<file path="src/common/vic_pkg.sv">
// Constants and types for the vectored interrupt controller
// Contract
// - Priority bits: timer0 bit1, timer1 bit3, serial bit4, internal bit5; 1 is high.
// - Kernel enable at bit 0 of its register; bits 7..1 read zero.
// - Kernel priority at bit 0 of its register; other bits reserved.
// - Timer run bits: timer0 bit4, timer1 bit6; bits 3..0 reserved.
// - Overflow flags set on overflow, cleared when the routine is entered.
// - All extra sources OR into one active-low level interrupt line.
// - Up to 32 vectors; processor reads the vector and dispatches.
// - Vector and queue cleared by reset, or bus reset with function reset connected.
// - Any write to the vector register drops the vector and shows the next.
// - Vector bit 0 is always zero.
// - Vector reads zero when nothing is pending.
// - Read-only vector: source index in bits 3..1, group in bits 7..4.
// - Higher group served first; within a group first come first served.
// - Group 1: input endpoint 1..4 ack at 10..16, nack at 18..1e.
// - Group 2: output endpoint 1..4 ack at 20..26, nack at 28..2e.
// - Group 3: setup overwrite, setup, resume, suspend, bus reset at 30..38.
// - Group 4: endpoint-0 ack/nack 40..46, disk 48, wake clock 4a.
// - Vectors 4c..4e and groups 5..15 are never produced.
// - Internal interrupt passes only with its enable and the global enable set.
package vic_pkg;
   localparam logic [7:0] ADDR_TIMER_CTRL  = 8'h88;
   localparam logic [7:0] ADDR_IRQ_EN      = 8'ha8;
   localparam logic [7:0] ADDR_PRIO        = 8'hb8;
   localparam logic [7:0] ADDR_KERNEL_EN   = 8'he8;
   localparam logic [7:0] ADDR_VECTOR      = 8'hf7;
   localparam logic [7:0] ADDR_KERNEL_PRIO = 8'hf8;
   localparam int BIT_T0    = 1;
   localparam int BIT_T1    = 3;
   localparam int BIT_SER   = 4;
   localparam int BIT_INT   = 5;
   localparam int BIT_GLOB  = 7;
   localparam int BIT_KERN  = 0;
   localparam int BIT_T0RUN = 4;
   localparam int BIT_T0OVF = 5;
   localparam int BIT_T1RUN = 6;
   localparam int BIT_T1OVF = 7;
   localparam logic [7:0] MASK_TIMER  = 8'hf0;
   localparam logic [7:0] MASK_IRQ_EN = 8'hba;
   localparam logic [7:0] MASK_PRIO   = 8'h3a;
   localparam logic [7:0] MASK_KERNEL = 8'h01;
   localparam logic [7:0] REG_RESET   = 8'h00;
   localparam int NUM_GROUPS = 4;
   localparam int GROUP_SRCS = 8;
   localparam logic [7:0] USED_G1 = 8'hff;
   localparam logic [7:0] USED_G2 = 8'hff;
   localparam logic [7:0] USED_G3 = 8'h1f;
   localparam logic [7:0] USED_G4 = 8'h3f;

   typedef enum logic [2:0] {
      SRC_NONE, SRC_TIMER0, SRC_TIMER1, SRC_SERIAL, SRC_INTERNAL, SRC_KERNEL
   } vic_src_t;

   typedef struct packed {
      logic [7:0]                      arrived;
      logic [7:0]                      queued;
      logic [GROUP_SRCS-1:0][2:0]      slot;
      logic [2:0]                      rdPtr;
      logic [2:0]                      wrPtr;
      logic [3:0]                      count;
   } vic_queue_t;

   typedef struct packed {
      logic [7:0] timerCtrl;
      logic [7:0] irqEn;
      logic [7:0] prio;
      logic [7:0] kernelEn;
      logic [7:0] kernelPrio;
      logic [7:0] rdData;
      logic       mergedN;
      logic       irqReq;
      logic       irqHigh;
      vic_src_t   irqSrc;
   } vic_top_t;

   localparam vic_top_t TOP_RESET = '{timerCtrl: REG_RESET, irqEn: REG_RESET,
      prio: REG_RESET, kernelEn: REG_RESET, kernelPrio: REG_RESET,
      rdData: REG_RESET, mergedN: 1'b1, irqReq: 1'b0, irqHigh: 1'b0,
      irqSrc: SRC_NONE};
endpackage : vic_pkg

</file>
<file path="src/common/vic_grp_if.sv">
// Link between the top and one per-group vector queue
`timescale 1ns/100ps
interface vic_grp_if;
   logic [7:0] evt;
   logic       pop;
   logic       clr;
   logic [2:0] head;
   logic       notEmpty;
   modport queue (input evt, input pop, input clr, output head, output notEmpty);
   modport ctrl (output evt, output pop, output clr, input head, input notEmpty);
endinterface : vic_grp_if

</file>
<file path="src/hw/vic_vector_queue.sv">
// First-come first-served queue of pending sources for one vector group
`timescale 1ns/100ps
module vic_vector_queue #(
   parameter logic [7:0] USED = 8'hff
) (
   input  wire logic clk_sys,
   input  wire logic rst_n,
   vic_grp_if.queue  g
);
   import vic_pkg::*;

   vic_queue_t s;
   vic_queue_t n;
   logic [2:0] pick;
   logic       found;
   logic       popNow;
   logic [7:0] evtUsed;

   assign evtUsed    = g.evt & USED;
   assign g.head     = s.slot[s.rdPtr];
   assign g.notEmpty = (s.count != 4'h0);

   ////////////////////////////////////////////////////////////////////////////
   always_comb begin
      n      = s;
      pick   = 3'h0;
      found  = 1'b0;
      popNow = g.pop && (s.count != 4'h0);
      if (popNow) begin
         n.queued[s.slot[s.rdPtr]] = 1'b0;
         n.rdPtr = s.rdPtr + 3'h1;
      end
      // Simultaneous arrivals enter one per cycle, lowest index first
      for (int i = GROUP_SRCS - 1; i >= 0; i--) begin
         if (s.arrived[i]) begin
            pick  = 3'(i);
            found = 1'b1;
         end
      end
      if (found) begin
         n.arrived[pick] = 1'b0;
         n.queued[pick]  = 1'b1;
         n.slot[s.wrPtr] = pick;
         n.wrPtr         = s.wrPtr + 3'h1;
      end
      n.count = s.count + {3'h0, found} - {3'h0, popNow};
      // A source popped this cycle may arrive again at once
      n.arrived = n.arrived | (evtUsed & ~n.queued);
      if (g.clr) begin
         n = '0;
      end
   end

   always_ff @(posedge clk_sys or negedge rst_n) begin
      if (!rst_n) begin
         s <= '0;
      end else begin
         s <= n;
      end
   end
endmodule : vic_vector_queue

</file>
<file path="src/hw/vic_top.sv">
// Interrupt enable, priority, timer flag and vectored internal interrupt logic
`timescale 1ns/100ps
module vic_top (
   input  wire logic             clk_sys,
   input  wire logic             rst_n,
   input  wire logic [7:0]       sfrAddr,
   input  wire logic             sfrWrite,
   input  wire logic [7:0]       sfrWrData,
   input  wire logic             sfrRead,
   output logic [7:0]            sfrRdData,
   input  wire logic [7:0]       grp1Event,
   input  wire logic [7:0]       grp2Event,
   input  wire logic [4:0]       grp3Event,
   input  wire logic [5:0]       grp4Event,
   input  wire logic             usbBusReset,
   input  wire logic             functionResetConnect,
   input  wire logic             timer0Overflow,
   input  wire logic             timer1Overflow,
   input  wire logic             serialIrq,
   input  wire logic             kernelIrq,
   input  wire logic             irqTaken,
   input  wire vic_pkg::vic_src_t irqTakenSrc,
   output logic                  timer0Run,
   output logic                  timer1Run,
   output logic                  mergedIrqN,
   output logic                  irqReq,
   output logic                  irqHigh,
   output vic_pkg::vic_src_t     irqSrc
);
   import vic_pkg::*;

   vic_top_t s;
   vic_top_t n;

   logic                        funcRst;
   logic                        vecPop;
   logic [NUM_GROUPS-1:0][7:0]  grpEvt;
   logic [NUM_GROUPS-1:0]       grpNe;
   logic [NUM_GROUPS-1:0][2:0]  grpHead;
   logic [1:0]                  topGrp;
   logic [7:0]                  vector;
   logic [4:0]                  req;
   logic [4:0]                  hi;
   logic                        hiAny;
   logic                        anyPend;

   ////////////////////////////////////////////////////////////////////////////
   // Register read mux; reserved bits are never stored, so they read zero
   function automatic logic [7:0] readReg(
      input logic [7:0] a,
      input vic_top_t   r,
      input logic [7:0] v
   );
      logic [7:0] d;
      d = 8'h00;
      if (a == ADDR_TIMER_CTRL) begin
         d = r.timerCtrl;
      end else if (a == ADDR_IRQ_EN) begin
         d = r.irqEn;
      end else if (a == ADDR_PRIO) begin
         d = r.prio;
      end else if (a == ADDR_KERNEL_EN) begin
         d = r.kernelEn;
      end else if (a == ADDR_VECTOR) begin
         d = v;
      end else if (a == ADDR_KERNEL_PRIO) begin
         d = r.kernelPrio;
      end
      return d;
   endfunction : readReg

   function automatic vic_src_t srcOf(input int i);
      return vic_src_t'(3'(i + 1));
   endfunction : srcOf

   ////////////////////////////////////////////////////////////////////////////
   // Vector groups: index i of group g is vector {g, i, 0}
   assign funcRst = usbBusReset && functionResetConnect;
   assign vecPop  = sfrWrite && (sfrAddr == ADDR_VECTOR);

   assign grpEvt[0] = grp1Event;
   assign grpEvt[1] = grp2Event;
   assign grpEvt[2] = {3'h0, grp3Event};
   assign grpEvt[3] = {2'h0, grp4Event};

   genvar gi;
   generate
      for (gi = 0; gi < NUM_GROUPS; gi++) begin : g_grp
         localparam logic [7:0] USED_MASK = (gi == 0) ? USED_G1 :
                                            (gi == 1) ? USED_G2 :
                                            (gi == 2) ? USED_G3 : USED_G4;
         vic_grp_if link ();
         assign link.evt    = grpEvt[gi];
         assign link.pop    = vecPop && (topGrp == 2'(gi));
         assign link.clr    = funcRst;
         assign grpNe[gi]   = link.notEmpty;
         assign grpHead[gi] = link.head;
         vic_vector_queue #(
            .USED (USED_MASK)
         ) u_queue (
            .clk_sys (clk_sys),
            .rst_n   (rst_n),
            .g       (link)
         );
      end
   endgenerate

   // Highest non-empty group wins; vector zero only when all four queues are empty
   always_comb begin
      topGrp = 2'h0;
      vector = 8'h00;
      for (int i = 0; i < NUM_GROUPS; i++) begin
         if (grpNe[i]) begin
            topGrp = 2'(i);
            vector = {4'(i + 1), grpHead[i], 1'b0};
         end
      end
   end

   assign anyPend = (grpNe != 4'h0);

   ////////////////////////////////////////////////////////////////////////////
   // Request selection for the processor core
   always_comb begin
      req[0] = s.timerCtrl[BIT_T0OVF] && s.irqEn[BIT_T0];
      req[1] = s.timerCtrl[BIT_T1OVF] && s.irqEn[BIT_T1];
      req[2] = serialIrq && s.irqEn[BIT_SER];
      req[3] = !s.mergedN && s.irqEn[BIT_INT];
      req[4] = kernelIrq && s.kernelEn[BIT_KERN];
      if (!s.irqEn[BIT_GLOB]) begin
         req = 5'h00;
      end
      hi[0] = s.prio[BIT_T0];
      hi[1] = s.prio[BIT_T1];
      hi[2] = s.prio[BIT_SER];
      hi[3] = s.prio[BIT_INT];
      hi[4] = s.kernelPrio[BIT_KERN];
      hiAny = |(req & hi);
   end

   ////////////////////////////////////////////////////////////////////////////
   always_comb begin
      n = s;
      if (sfrWrite) begin
         if (sfrAddr == ADDR_TIMER_CTRL) begin
            n.timerCtrl = sfrWrData & MASK_TIMER;
         end else if (sfrAddr == ADDR_IRQ_EN) begin
            n.irqEn = sfrWrData & MASK_IRQ_EN;
         end else if (sfrAddr == ADDR_PRIO) begin
            n.prio = sfrWrData & MASK_PRIO;
         end else if (sfrAddr == ADDR_KERNEL_EN) begin
            n.kernelEn = sfrWrData & MASK_KERNEL;
         end else if (sfrAddr == ADDR_KERNEL_PRIO) begin
            n.kernelPrio = sfrWrData & MASK_KERNEL;
         end
      end
      // Entering the routine clears the flag; an overflow in that cycle wins
      if (irqTaken && irqTakenSrc == SRC_TIMER0) begin
         n.timerCtrl[BIT_T0OVF] = 1'b0;
      end
      if (irqTaken && irqTakenSrc == SRC_TIMER1) begin
         n.timerCtrl[BIT_T1OVF] = 1'b0;
      end
      if (timer0Overflow) begin
         n.timerCtrl[BIT_T0OVF] = 1'b1;
      end
      if (timer1Overflow) begin
         n.timerCtrl[BIT_T1OVF] = 1'b1;
      end
      n.mergedN = !anyPend;
      if (sfrRead) begin
         n.rdData = readReg(sfrAddr, s, vector);
      end
      // Low requests first, then high ones overwrite
      n.irqReq  = |req;
      n.irqHigh = 1'b0;
      n.irqSrc  = SRC_NONE;
      for (int i = 4; i >= 0; i--) begin
         if (req[i] && !hi[i]) begin
            n.irqSrc = srcOf(i);
         end
      end
      for (int i = 4; i >= 0; i--) begin
         if (req[i] && hi[i]) begin
            n.irqSrc  = srcOf(i);
            n.irqHigh = 1'b1;
         end
      end
      if (funcRst) begin
         n = TOP_RESET;
      end
   end

   always_ff @(posedge clk_sys or negedge rst_n) begin
      if (!rst_n) begin
         s <= TOP_RESET;
      end else begin
         s <= n;
      end
   end

   assign sfrRdData  = s.rdData;
   assign timer0Run  = s.timerCtrl[BIT_T0RUN];
   assign timer1Run  = s.timerCtrl[BIT_T1RUN];
   assign mergedIrqN = s.mergedN;
   assign irqReq     = s.irqReq;
   assign irqHigh    = s.irqHigh;
   assign irqSrc     = s.irqSrc;
endmodule : vic_top

</file>
<file path="config.mk">
export PLATFORM = sky130hd
export DESIGN_NAME = vic_top
export DESIGN_NICKNAME = d
export VERILOG_FILES = /design/src/common/vic_pkg.sv /design/src/common/vic_grp_if.sv /design/src/hw/vic_vector_queue.sv /design/src/hw/vic_top.sv
export SDC_FILE = /design/constraint.sdc
export NUM_CORES = 1
export LEC_CHECK = 0
export BUFFER_PORTS_ARGS = -buffer_cell sky130_fd_sc_hd__buf_2
export CAP_MARGIN = 20
export CORE_UTILIZATION = 62
export DETAILED_ROUTE_END_ITERATION = 7
export PLACE_DENSITY = 0.86
export SYNTH_ARGS = -nofsm -noshare
export SYNTH_HDL_FRONTEND = slang
export SYNTH_SLANG_ARGS = --single-unit
export TNS_END_PERCENT = 100
</file>
<file path="constraint.sdc">
create_clock -name clk_sys -period 3.4 [get_ports clk_sys]
set_input_delay 0 -clock clk_sys [delete_from_list [all_inputs] [get_ports clk_sys]]
set_output_delay 0 -clock clk_sys [all_outputs]
set_load 0.05 [all_outputs]
</file>
Word level (Yosys, flattened, before mapping). Cells that the tools add are included.

Order comparisons: 28. Mux-type cells: 160. Eq/ne operators: 15. Bitwise operators: 32. Add/sub/neg operators: 16. Reductions and logical operators: 79.

Operators by type and width (count): 40-bit 2-to-1 mux (5); 50-bit 2-to-1 mux (4); 3-bit 2-to-1 mux (53); 8-bit 2-to-1 mux (17); 24-bit bitwise mux (4); 8-bit inverter (12); 8-bit bitwise AND (10); 3-bit by 4-bit less-than comparator with 1-bit output (second input constant) (16); 8-bit bitwise OR (8); 54-bit 2-to-1 mux (1); 8-bit equality test (second input constant) (6); 1-bit 2-to-1 mux (45); 1-bit logical AND (39); 3-bit binary-select mux with 3-bit select (4); 3-bit demux with 3-bit select (4); 3-bit by 1-bit greater-or-equal comparator with 1-bit output (second input constant) (12); 4-bit nonzero test (9); 32-bit 2-to-1 mux (1); 2-bit nonzero test (15); 3-bit by 1-bit adder with 3-bit output (second input constant) (8); 1-bit demux with 3-bit select (8); 24-bit 2-to-1 mux (1); 4-bit 2-to-1 mux (5); 4-bit by 1-bit adder with 4-bit output (4); other kinds (21) (39).

Logic and storage cells: 394. Register bits after elaboration: 254. Input bits: 57. Output and inout bits: 16.

Logic depth before layout (Yosys ltp). Gate-level depths: netlist (run 1).

Depth after elaboration: 19. Mapped depth: 13. Mapped depth without buffers: 12.

By module. From an unflattened synthesis (run 1), not the netlist that was laid out.

Cells, all modules: 1219. Area total of the unflattened synthesis: 12305.6 µm².

Modules (own cells, without submodules): vic_vector_queue (g_grp[1].u_queue) (seq. area each 1251.2 µm², cells each 274, times used 1, area each 2685.1 µm²); vic_vector_queue (g_grp[0].u_queue) (seq. area each 1251.2 µm², cells each 267, times used 1, area each 2622.5 µm²); vic_vector_queue (g_grp[3].u_queue) (seq. area each 1201.2 µm², cells each 240, times used 1, area each 2577.5 µm²); vic_vector_queue (g_grp[2].u_queue) (seq. area each 1176.1 µm², cells each 224, times used 1, area each 2513.7 µm²); vic_top (seq. area each 726.9 µm², cells each 214, times used 1, area each 1906.8 µm²).

Worst setup path before layout (run 1). Ideal clock, no wire load.

Kind: reg-to-reg. Start: reg g_grp[3].u_queue.s[2] (netlist bit). End: reg g_grp[1].u_queue.s[1] (netlist bit). Period minus slack after synthesis: 2736 ps. Path buffers: 0. Arrival: 2617 ps. Data required time: 3281 ps. Setup time: 119 ps. Stages on the path, launching flop included: 11. Setup slack: 664 ps. Path through: dfrtp_1 inv_1 ha_1 nor3b_1 nand2_1 nor3_1 ha_1 inv_1 ha_1 fa_1 and2_1.

RTL lines: start: declaration (RTL line vic_vector_queue.sv:12) `vic_queue_t s;`; start signal: assignment (RTL line vic_vector_queue.sv:58) `s <= n;`; end signal: assignment (RTL line vic_vector_queue.sv:58); end: declaration (RTL line vic_vector_queue.sv:12).

==> metrics.cfg, run 1 <==
[floorplan]
die_height_um=142.2
count_of_pins_on_the_block_boundary=73
dieWidth_um=142.2
core-area_um2=18960
initial_utilization_pct=64.28
floorplan.rows=50
fp.dieArea_um2=20220

[pwr]
p_per_area_nw_per_um2=787.0
vdd.ir_drop.worst_uv=462.2
leakage_power_uw=0.006384

[worst_setup_path]
critical-path-top-delay-family=adder cells
cp_data_arrival_time_ps=3400
worst_path_max_fanout=7
worst-path-buf-inv=3
criticalPathCategory=reg -> reg
timing.critical_path.cells=inv_1 > ha_1 > or3b_1 > nand4_1 > inv_1 > ha_1 > inv_1 > ha_1 > fa_1 > xnor2_1 > nor2_1
worst_setup_path_end_kind=register
slowest_delay_ps=480
timing.critical_path.slowest_stage_cell=or3b_1
required_time_of_the_critical_path_ps=3770
critPathLaunchType=register

[clocking]
post_cts.resized_instances=0
cts_tree=yes
clock_insertion_delay_at_the_later_pin_of_the_skew_report_ps=520
clock_tree.root_cell=clkbuf_16
post_cts.repair.setup_buffers=0
cts_hold_repair.buffers=48
cts.htree.levels=1
sinks_on_the_clock_net=224
clk_pin_slew_worst_paths_ps=60
numCtsBuffers=24
cts-root-to-sink-buffers=3

[worst_hold_path]
timing.hold.worst.class=in -> reg

[synth]
synth_seq_area_share_pct=46.01
yosysTopAreaCellShare_pct=45.80
synth.largest_area_cell=dfrtp_1
post_syn_nets=1307
post_synth.cell_area_avg_um2=10.00
yosys-top-cells-area=dfrtp_1 46%, mux2i_1 7.1%, nor2_1 4.5%
ys_types=89
ys_seq_elements=224
yosys_warnings=0
number_of_flops_mapped_to_enable_cells_by_yosys=0
netlist_instances=1218
area_of_the_mapped_netlist_um2=12190
synth_top_flop_cell=dfrtp_1
share_of_flip_flops_with_an_asynchronous_set_or_reset_pct=100.0
yosys-top-cells-count=223 x dfrtp_1, 147 x nor2_1, 87 x mux2i_1, 82 x nand2_1, 81 x a21oi_1
synth.most_common_cell=dfrtp_1

[route]
drt.antenna.violating_nets=0
detailedRoute.firstPassIterationCount=6
route.vias.total=9937
drc=0
drt-vias-per-instance=6.358
wl_per_cell_um=18.92
drt_total_wl_mm=29.58
drtIter0Drc=1124

[cells_and_area]
final_net_count=1377
post_route_cells_drive_above_1_share_pct=13.66
layout-area-overhead-vs-synth_pct=13.78
fill_cells=1272
antenna_cell_count=0

[sta]
final.hold.worst_slack_ps=43.93
maxSlewHeadroom_pct=37.85
unrepaired_setup_endpoints_after_global_routing=false
period_share_pct=89.19
finalCriticalPeriod_ps=3032
skew_ps=18.18
max_freq_mhz=329.8
report.final.hold_viol_count=0
final-setup-viol-count=0
slew_at_the_pin_closest_to_its_max_slew_limit_ps=929.9
final_max_slew_viol_count=0
timing.setup.tns_ps=0

[place]
gp_congestion=0.9236
place.port_buffers=71
hpwl_mm=19.21

[grt]
overflow=0
via_count_of_the_first_global_routing_pass=9829
antenna_violations_before_repair=0
gr-usage-all-layers_pct=30.50
grt_first_pass_wirelength_mm=49.22
grt_start_max_net_pins=119

[run]
max-cap-violations=0

[outcome]
status=finished clean

-- metrics by stage --
stage | std cells | util, % | setup WS (ps) | instance area [um^2] | power, uW
after CTS | 1562 | 73.12 | 369.4 | 13860 | 10880
after global routing | 1563 | 73.14 | 231.6 | 13860 | 11610
final | 1563 | 73.14 | 367.6 | 13860 | 10910
after floorplan | 1218 | - | 663.9 | 12190 | 7053
after detailed placement | 1473 | 66.30 | 425.7 | 12570 | 8034
after global placement | 1473 | 66.30 | 593.5 | 12570 | 7807
-- worst register-to-register path: stages, from the launching register on --
cell,delay (ps)
dfrtp_1,370
inv_1,100
ha_1,190
or3b_1,480
nand4_1,310
inv_1,180
ha_1,310
inv_1,40
ha_1,210
fa_1,440
xnor2_1,200
nor2_1,60
-- metal layers --
metal,wire (um),vias to the layer above,GRT usage [%]
li1,-,4533,-
met1,12420,4914,41.62
met2,14350,424,50.85
met3,2110,66,4.441
met4,688,0,8.998
met5,0,-,0
-- cell usage in the layout, fill, tap and decap left out, drive strengths merged, types with 12 or more instances in the layout --
master       netlist  layout
mux2i             87      87
inv               49      49
ha                28      28
o21ai             47      47
and3              15      15
mux4              24      24
o211ai            19      19
dlygate4sd3        0      48
nand3             35      35
nand3b            12      12
clkbuf            64      34
nor3              26      26
xnor2             13      13
a21oi             82      82
nor2             148     148
buf               22      82
dfrtp            223     223
nand4             12      12
nand2             82      82
nand2b            14      14
-- logic make-up after synthesis --
family	after synthesis	synth area share [%]
flops	224	46.01
buf+inv	137	4.970
xor+xnor	21	1.509
fa+ha+maj	32	3.532
compound gates	265	14.48
mux	117	12.23
simple gates	422	17.27
-- power by group --
part / switching [uW] / internal, uW
clock network: 1060 / 1650
registers: 715 / 3470
logic: 2330 / 1690
-- sequential cells by signal (all words and copies together) (netlist names) --
| signal | count |
|---|---|
| g_grp.u_queue.s | 195 |
| s | 8 |
| sfrRdData | 8 |
| hi | 5 |
| irqSrc | 3 |
| irqHigh | 1 |
| irqReq | 1 |
| mergedIrqN | 1 |
| timer0Run | 1 |
| timer1Run | 1 |
-- area by class of cell --
cell class / instances / area, um^2 / area share [%]
multi-input combinational: 857 / 5978 / 43.12
clock inverter: 7 / 112.6 / 0.8122
clock buffer: 34 / 699.4 / 5.045
inverter: 51 / 191.4 / 1.381
tap: 260 / 325.3 / 2.346
sequential: 224 / 5607 / 40.44
timing repair buffer: 130 / 950.9 / 6.859
-- worst paths after layout --
path,from,slack [ps],end,depth (start not counted)
hold reg to reg,g_grp[1].u_queue.s[35]$_DFF_PN0_,460,g_grp[1].u_queue.s[43]$_DFF_PN0_,1
setup reg to reg,g_grp[3].u_queue.s[2]$_DFF_PN0_,370,g_grp[3].u_queue.s[2]$_DFF_PN0_,11
hold / removal,sfrAddr[0],40,s[22]$_DFFE_PN0P_,5
max in group asynchronous,rst_n,2260,g_grp[1].u_queue.s[19]$_DFFE_PN0P_,3
setup / recovery,g_grp[3].u_queue.s[2]$_DFF_PN0_,370,g_grp[3].u_queue.s[2]$_DFF_PN0_,11
min in group asynchronous,rst_n,120,g_grp[2].u_queue.s[10]$_DFFE_PN0P_,2
(Power assumes the default switching activity.)
==> inputs of run 2 (changes only) <==
--- a/config.mk
+++ b/config.mk
@@ -7,9 +7,10 @@
 export LEC_CHECK = 0
 export BUFFER_PORTS_ARGS = -buffer_cell sky130_fd_sc_hd__buf_2
 export CAP_MARGIN = 20
-export CORE_UTILIZATION = 62
+export CORE_ASPECT_RATIO = 1.2
+export CORE_UTILIZATION = 63
 export DETAILED_ROUTE_END_ITERATION = 7
-export PLACE_DENSITY = 0.86
+export PLACE_DENSITY = 0.87
 export SYNTH_ARGS = -nofsm -noshare
 export SYNTH_HDL_FRONTEND = slang
 export SYNTH_SLANG_ARGS = --single-unit
==> constraint.sdc (replaced) <==
create_clock -name clk_sys -period 3.5 [get_ports clk_sys]
set_input_delay 0 -clock clk_sys [delete_from_list [all_inputs] [get_ports clk_sys]]
set_output_delay 0 -clock clk_sys [all_outputs]
set_load 0.05 [all_outputs]
==> run 2 against run 1 <==
  * Utilization is 0.25 points lower
  * Wire length down 1.5%
  * Register-to-register slack better by 190 ps
  * Highest routed layer unchanged
  * Critical path depth unchanged
  * Clock skew fell by 7.7 ps
  * Clock power shrank 10%
  * Sequential cell count stayed put
==> metrics.cfg, run 2 (synthesized netlist as in run 1, its figures left out) <==
[pwr]
intPower_uw=6413  ; -5.8%
leakage_power_uw=0.006350  ; -0.54%
total_switching_power_uw=3920  ; -4.4%
power.clock.fraction_pct=23.5  ; -1.3 points
comb_power_share_pct=37.4  ; +0.6 points
vdd.ir_drop.worst_uv=571.2  ; +24%
share_seq_of_total_power_pct=39.0  ; +0.6 points
swShare_pct=37.94  ; +0.36 points
p_per_area_nw_per_um2=749.0  ; -4.8%

[sta]
slew_at_the_pin_closest_to_its_max_slew_limit_ps=1029  ; +99.02 ps
max_freq_mhz=339.3  ; +2.9%
report.final.hold_viol_count=0  ; unchanged
finalCriticalPeriod_ps=2947  ; -85.24 ps
final-setup-viol-count=0  ; unchanged
period_share_pct=84.21  ; -5.0 points
skew_ps=10.52  ; -7.656 ps
timing.setup.tns_ps=0  ; unchanged
final_max_slew_viol_count=0  ; unchanged
maxSlewHeadroom_pct=30.82  ; -7.0 points
unrepaired_setup_endpoints_after_global_routing=false

[floorplan]
count_of_pins_on_the_block_boundary=73  ; unchanged
initial_utilization_pct=64.39  ; +0.11 points
dieWidth_um=129.0  ; -9.3%
die_height_um=154.4  ; +8.6%
fp.dieArea_um2=19900  ; -1.6%
floorplan.rows=55  ; +10%
core-area_um2=18920  ; -0.17%

[worst_setup_path]
critPathLaunchType=register
worst_r2r_endpoint=g_grp[3].u_queue.s[2]$_DFF_PN0_
worst_path_max_fanout=7  ; unchanged
reg2reg_from=g_grp[3].u_queue.s[2]$_DFF_PN0_
worst_setup_path_startpoint=g_grp[3].u_queue.s[2]$_DFF_PN0_
ff2ff_path_depth=11  ; unchanged
r2r_setup_slack_ps=550  ; +190 ps
worst_setup_path_end_kind=register
cp_data_arrival_time_ps=3310  ; -90 ps
required_time_of_the_critical_path_ps=3860  ; +90 ps
criticalPathCategory=reg -> reg

[clocking]
clock_insertion_delay_at_the_later_pin_of_the_skew_report_ps=510  ; about the same
post_cts.resized_instances=0  ; unchanged
cts-root-to-sink-buffers=3  ; unchanged
clk_pin_slew_worst_paths_ps=60  ; about the same
numCtsBuffers=23  ; -4.2%
cts.htree.levels=1  ; unchanged
clock_tree.root_cell=clkbuf_16
cts_tree=yes
sinks_on_the_clock_net=224  ; unchanged

[route]
drtIter0Drc=700  ; -38%
wl_per_cell_um=18.68  ; -1.3%
drt-vias-per-instance=6.344  ; -0.21%
route.vias.total=9891  ; -0.46%
drt_total_wl_mm=29.12  ; -1.5%
detailedRoute.firstPassIterationCount=5  ; -1
drc=0  ; unchanged
drt.antenna.violating_nets=0  ; unchanged

[place]
place.port_buffers=71  ; unchanged
gp_congestion=0.8796  ; -4.8%
place.detailed.instances=1470  ; -0.20%
hpwl_mm=19.39  ; +0.94%

[cells_and_area]
post_layout_nonfiller_instances=1559  ; -0.26%
post_route_cells_drive_above_1_share_pct=13.74  ; +0.077 points
register_name_with_the_most_flops=g_grp.u_queue.s
layout-area-overhead-vs-synth_pct=13.20
largest_register_ffs=195  ; unchanged
final_net_count=1376  ; -0.073%
most-common-layout-cells=223 x dfrtp_1, 147 x nor2_1, 87 x mux2i_1, 81 x nand2_1, 81 x a21oi_1
antenna_cell_count=0  ; unchanged
final_common_cell=dfrtp_1

[grt]
gr-usage-all-layers_pct=30.53  ; about the same
via_count_of_the_first_global_routing_pass=9982  ; +1.6%
overflow=0  ; unchanged
grt_first_pass_wirelength_mm=48.67  ; -1.1%
antenna_violations_before_repair=0  ; unchanged
grt_start_max_net_pins=109  ; -8.4%

[run]
max-cap-violations=0  ; unchanged

[worst_hold_path]
timing.hold.worst.start=serialIrq
timing.hold.worst.class=in -> reg
holdPathStages=4  ; -1
holdPathEnd=irqReq$_DFF_PN0_

[outcome]
status=finished clean

==> run 2: changes by cell type in the layout (fill, tap and decap cells not counted) <==
| cell | delta |
|---|---|
| clkbuf_16 | -2 |
| bufinv_16 | -2 |
| clkbuf_1 | -1 |
| clkinv_2 | +2 |
| clkbuf_8 | +2 |
| clkinv_4 | +1 |
| buf_2 | -1 |
| buf_4 | +1 |
==> run 2: cell type report <==
type	count	area (um^2)
clock buffer	33	673.1
clock inverter	8	71.32
fill	1260	5130
inverter	51	191.4
multi-input combinational	857	5978
sequential	224	5607
tap	256	320.3
timing repair buffer	130	953.4
==> run 2: critical path, stage by stage, from the launching register on <==
cell and delay (ps):
dfrtp_1 360, inv_1 80, ha_1 170, or3b_1 470, nand4_1 330, inv_1 190
ha_1 320, inv_1 40, ha_1 210, fa_1 410, xnor2_1 170, nor2_1 50
==> run 2: layer usage <==
metal | global-route usage, % | wire length, um
met4 | 13.05 | 1115
met5 | 0 | 0
met3 | 4.047 | 1600
met1 | 38.85 | 11650
met2 | 52.25 | 14760
==> run 2: worst max path at each step <==
| stage | to | slack (ps) | cells after the start |
|---|---|---|---|
| after floorplan | g_grp[1].u_queue.s[1]$_DFF_PN0_ | 760 | 10 |
| after global placement | g_grp[3].u_queue.s[2]$_DFF_PN0_ | 660 | 11 |
| after detailed placement | g_grp[3].u_queue.s[2]$_DFF_PN0_ | 610 | 11 |
| after CTS | g_grp[3].u_queue.s[2]$_DFF_PN0_ | 570 | 11 |
| after global routing | g_grp[3].u_queue.s[2]$_DFF_PN0_ | 380 | 11 |
| final | g_grp[3].u_queue.s[2]$_DFF_PN0_ | 550 | 11 |
==> run 2: what timing repair did <==
item,CTS,global route
setup buffers,0,0
hold buffers,48,0
hold endpoints to repair,157,0
==> run 2: stage by stage <==
step                      total power [uW]  cell area (um^2)  util [%]  worst slack [ps]  hold WS (ps)
after floorplan                       6851             12190         -             763.9        -295.6
after global placement                7593             12570     66.42             662.2         108.1
after detailed placement              7804             12570     66.42             610.1         109.3
after CTS                            10320             13790     72.89             572.9         48.71
after global routing                 11000             13790     72.89             380.7         97.31
final                                10330             13790     72.89             552.8         66.91
==> run 2: power by group through the flow <==
stage | Clock [uW] | Combinational (uW) | Sequential [uW]
2_1_floorplan | 0 | 3120 | 3730
3_3_place_gp | 0 | 3600 | 3990
3_5_place_dp | 0 | 3760 | 4040
4_1_cts | 2470 | 3840 | 4010
5_1_grt | 2560 | 4310 | 4130
6_report | 2430 | 3870 | 4030
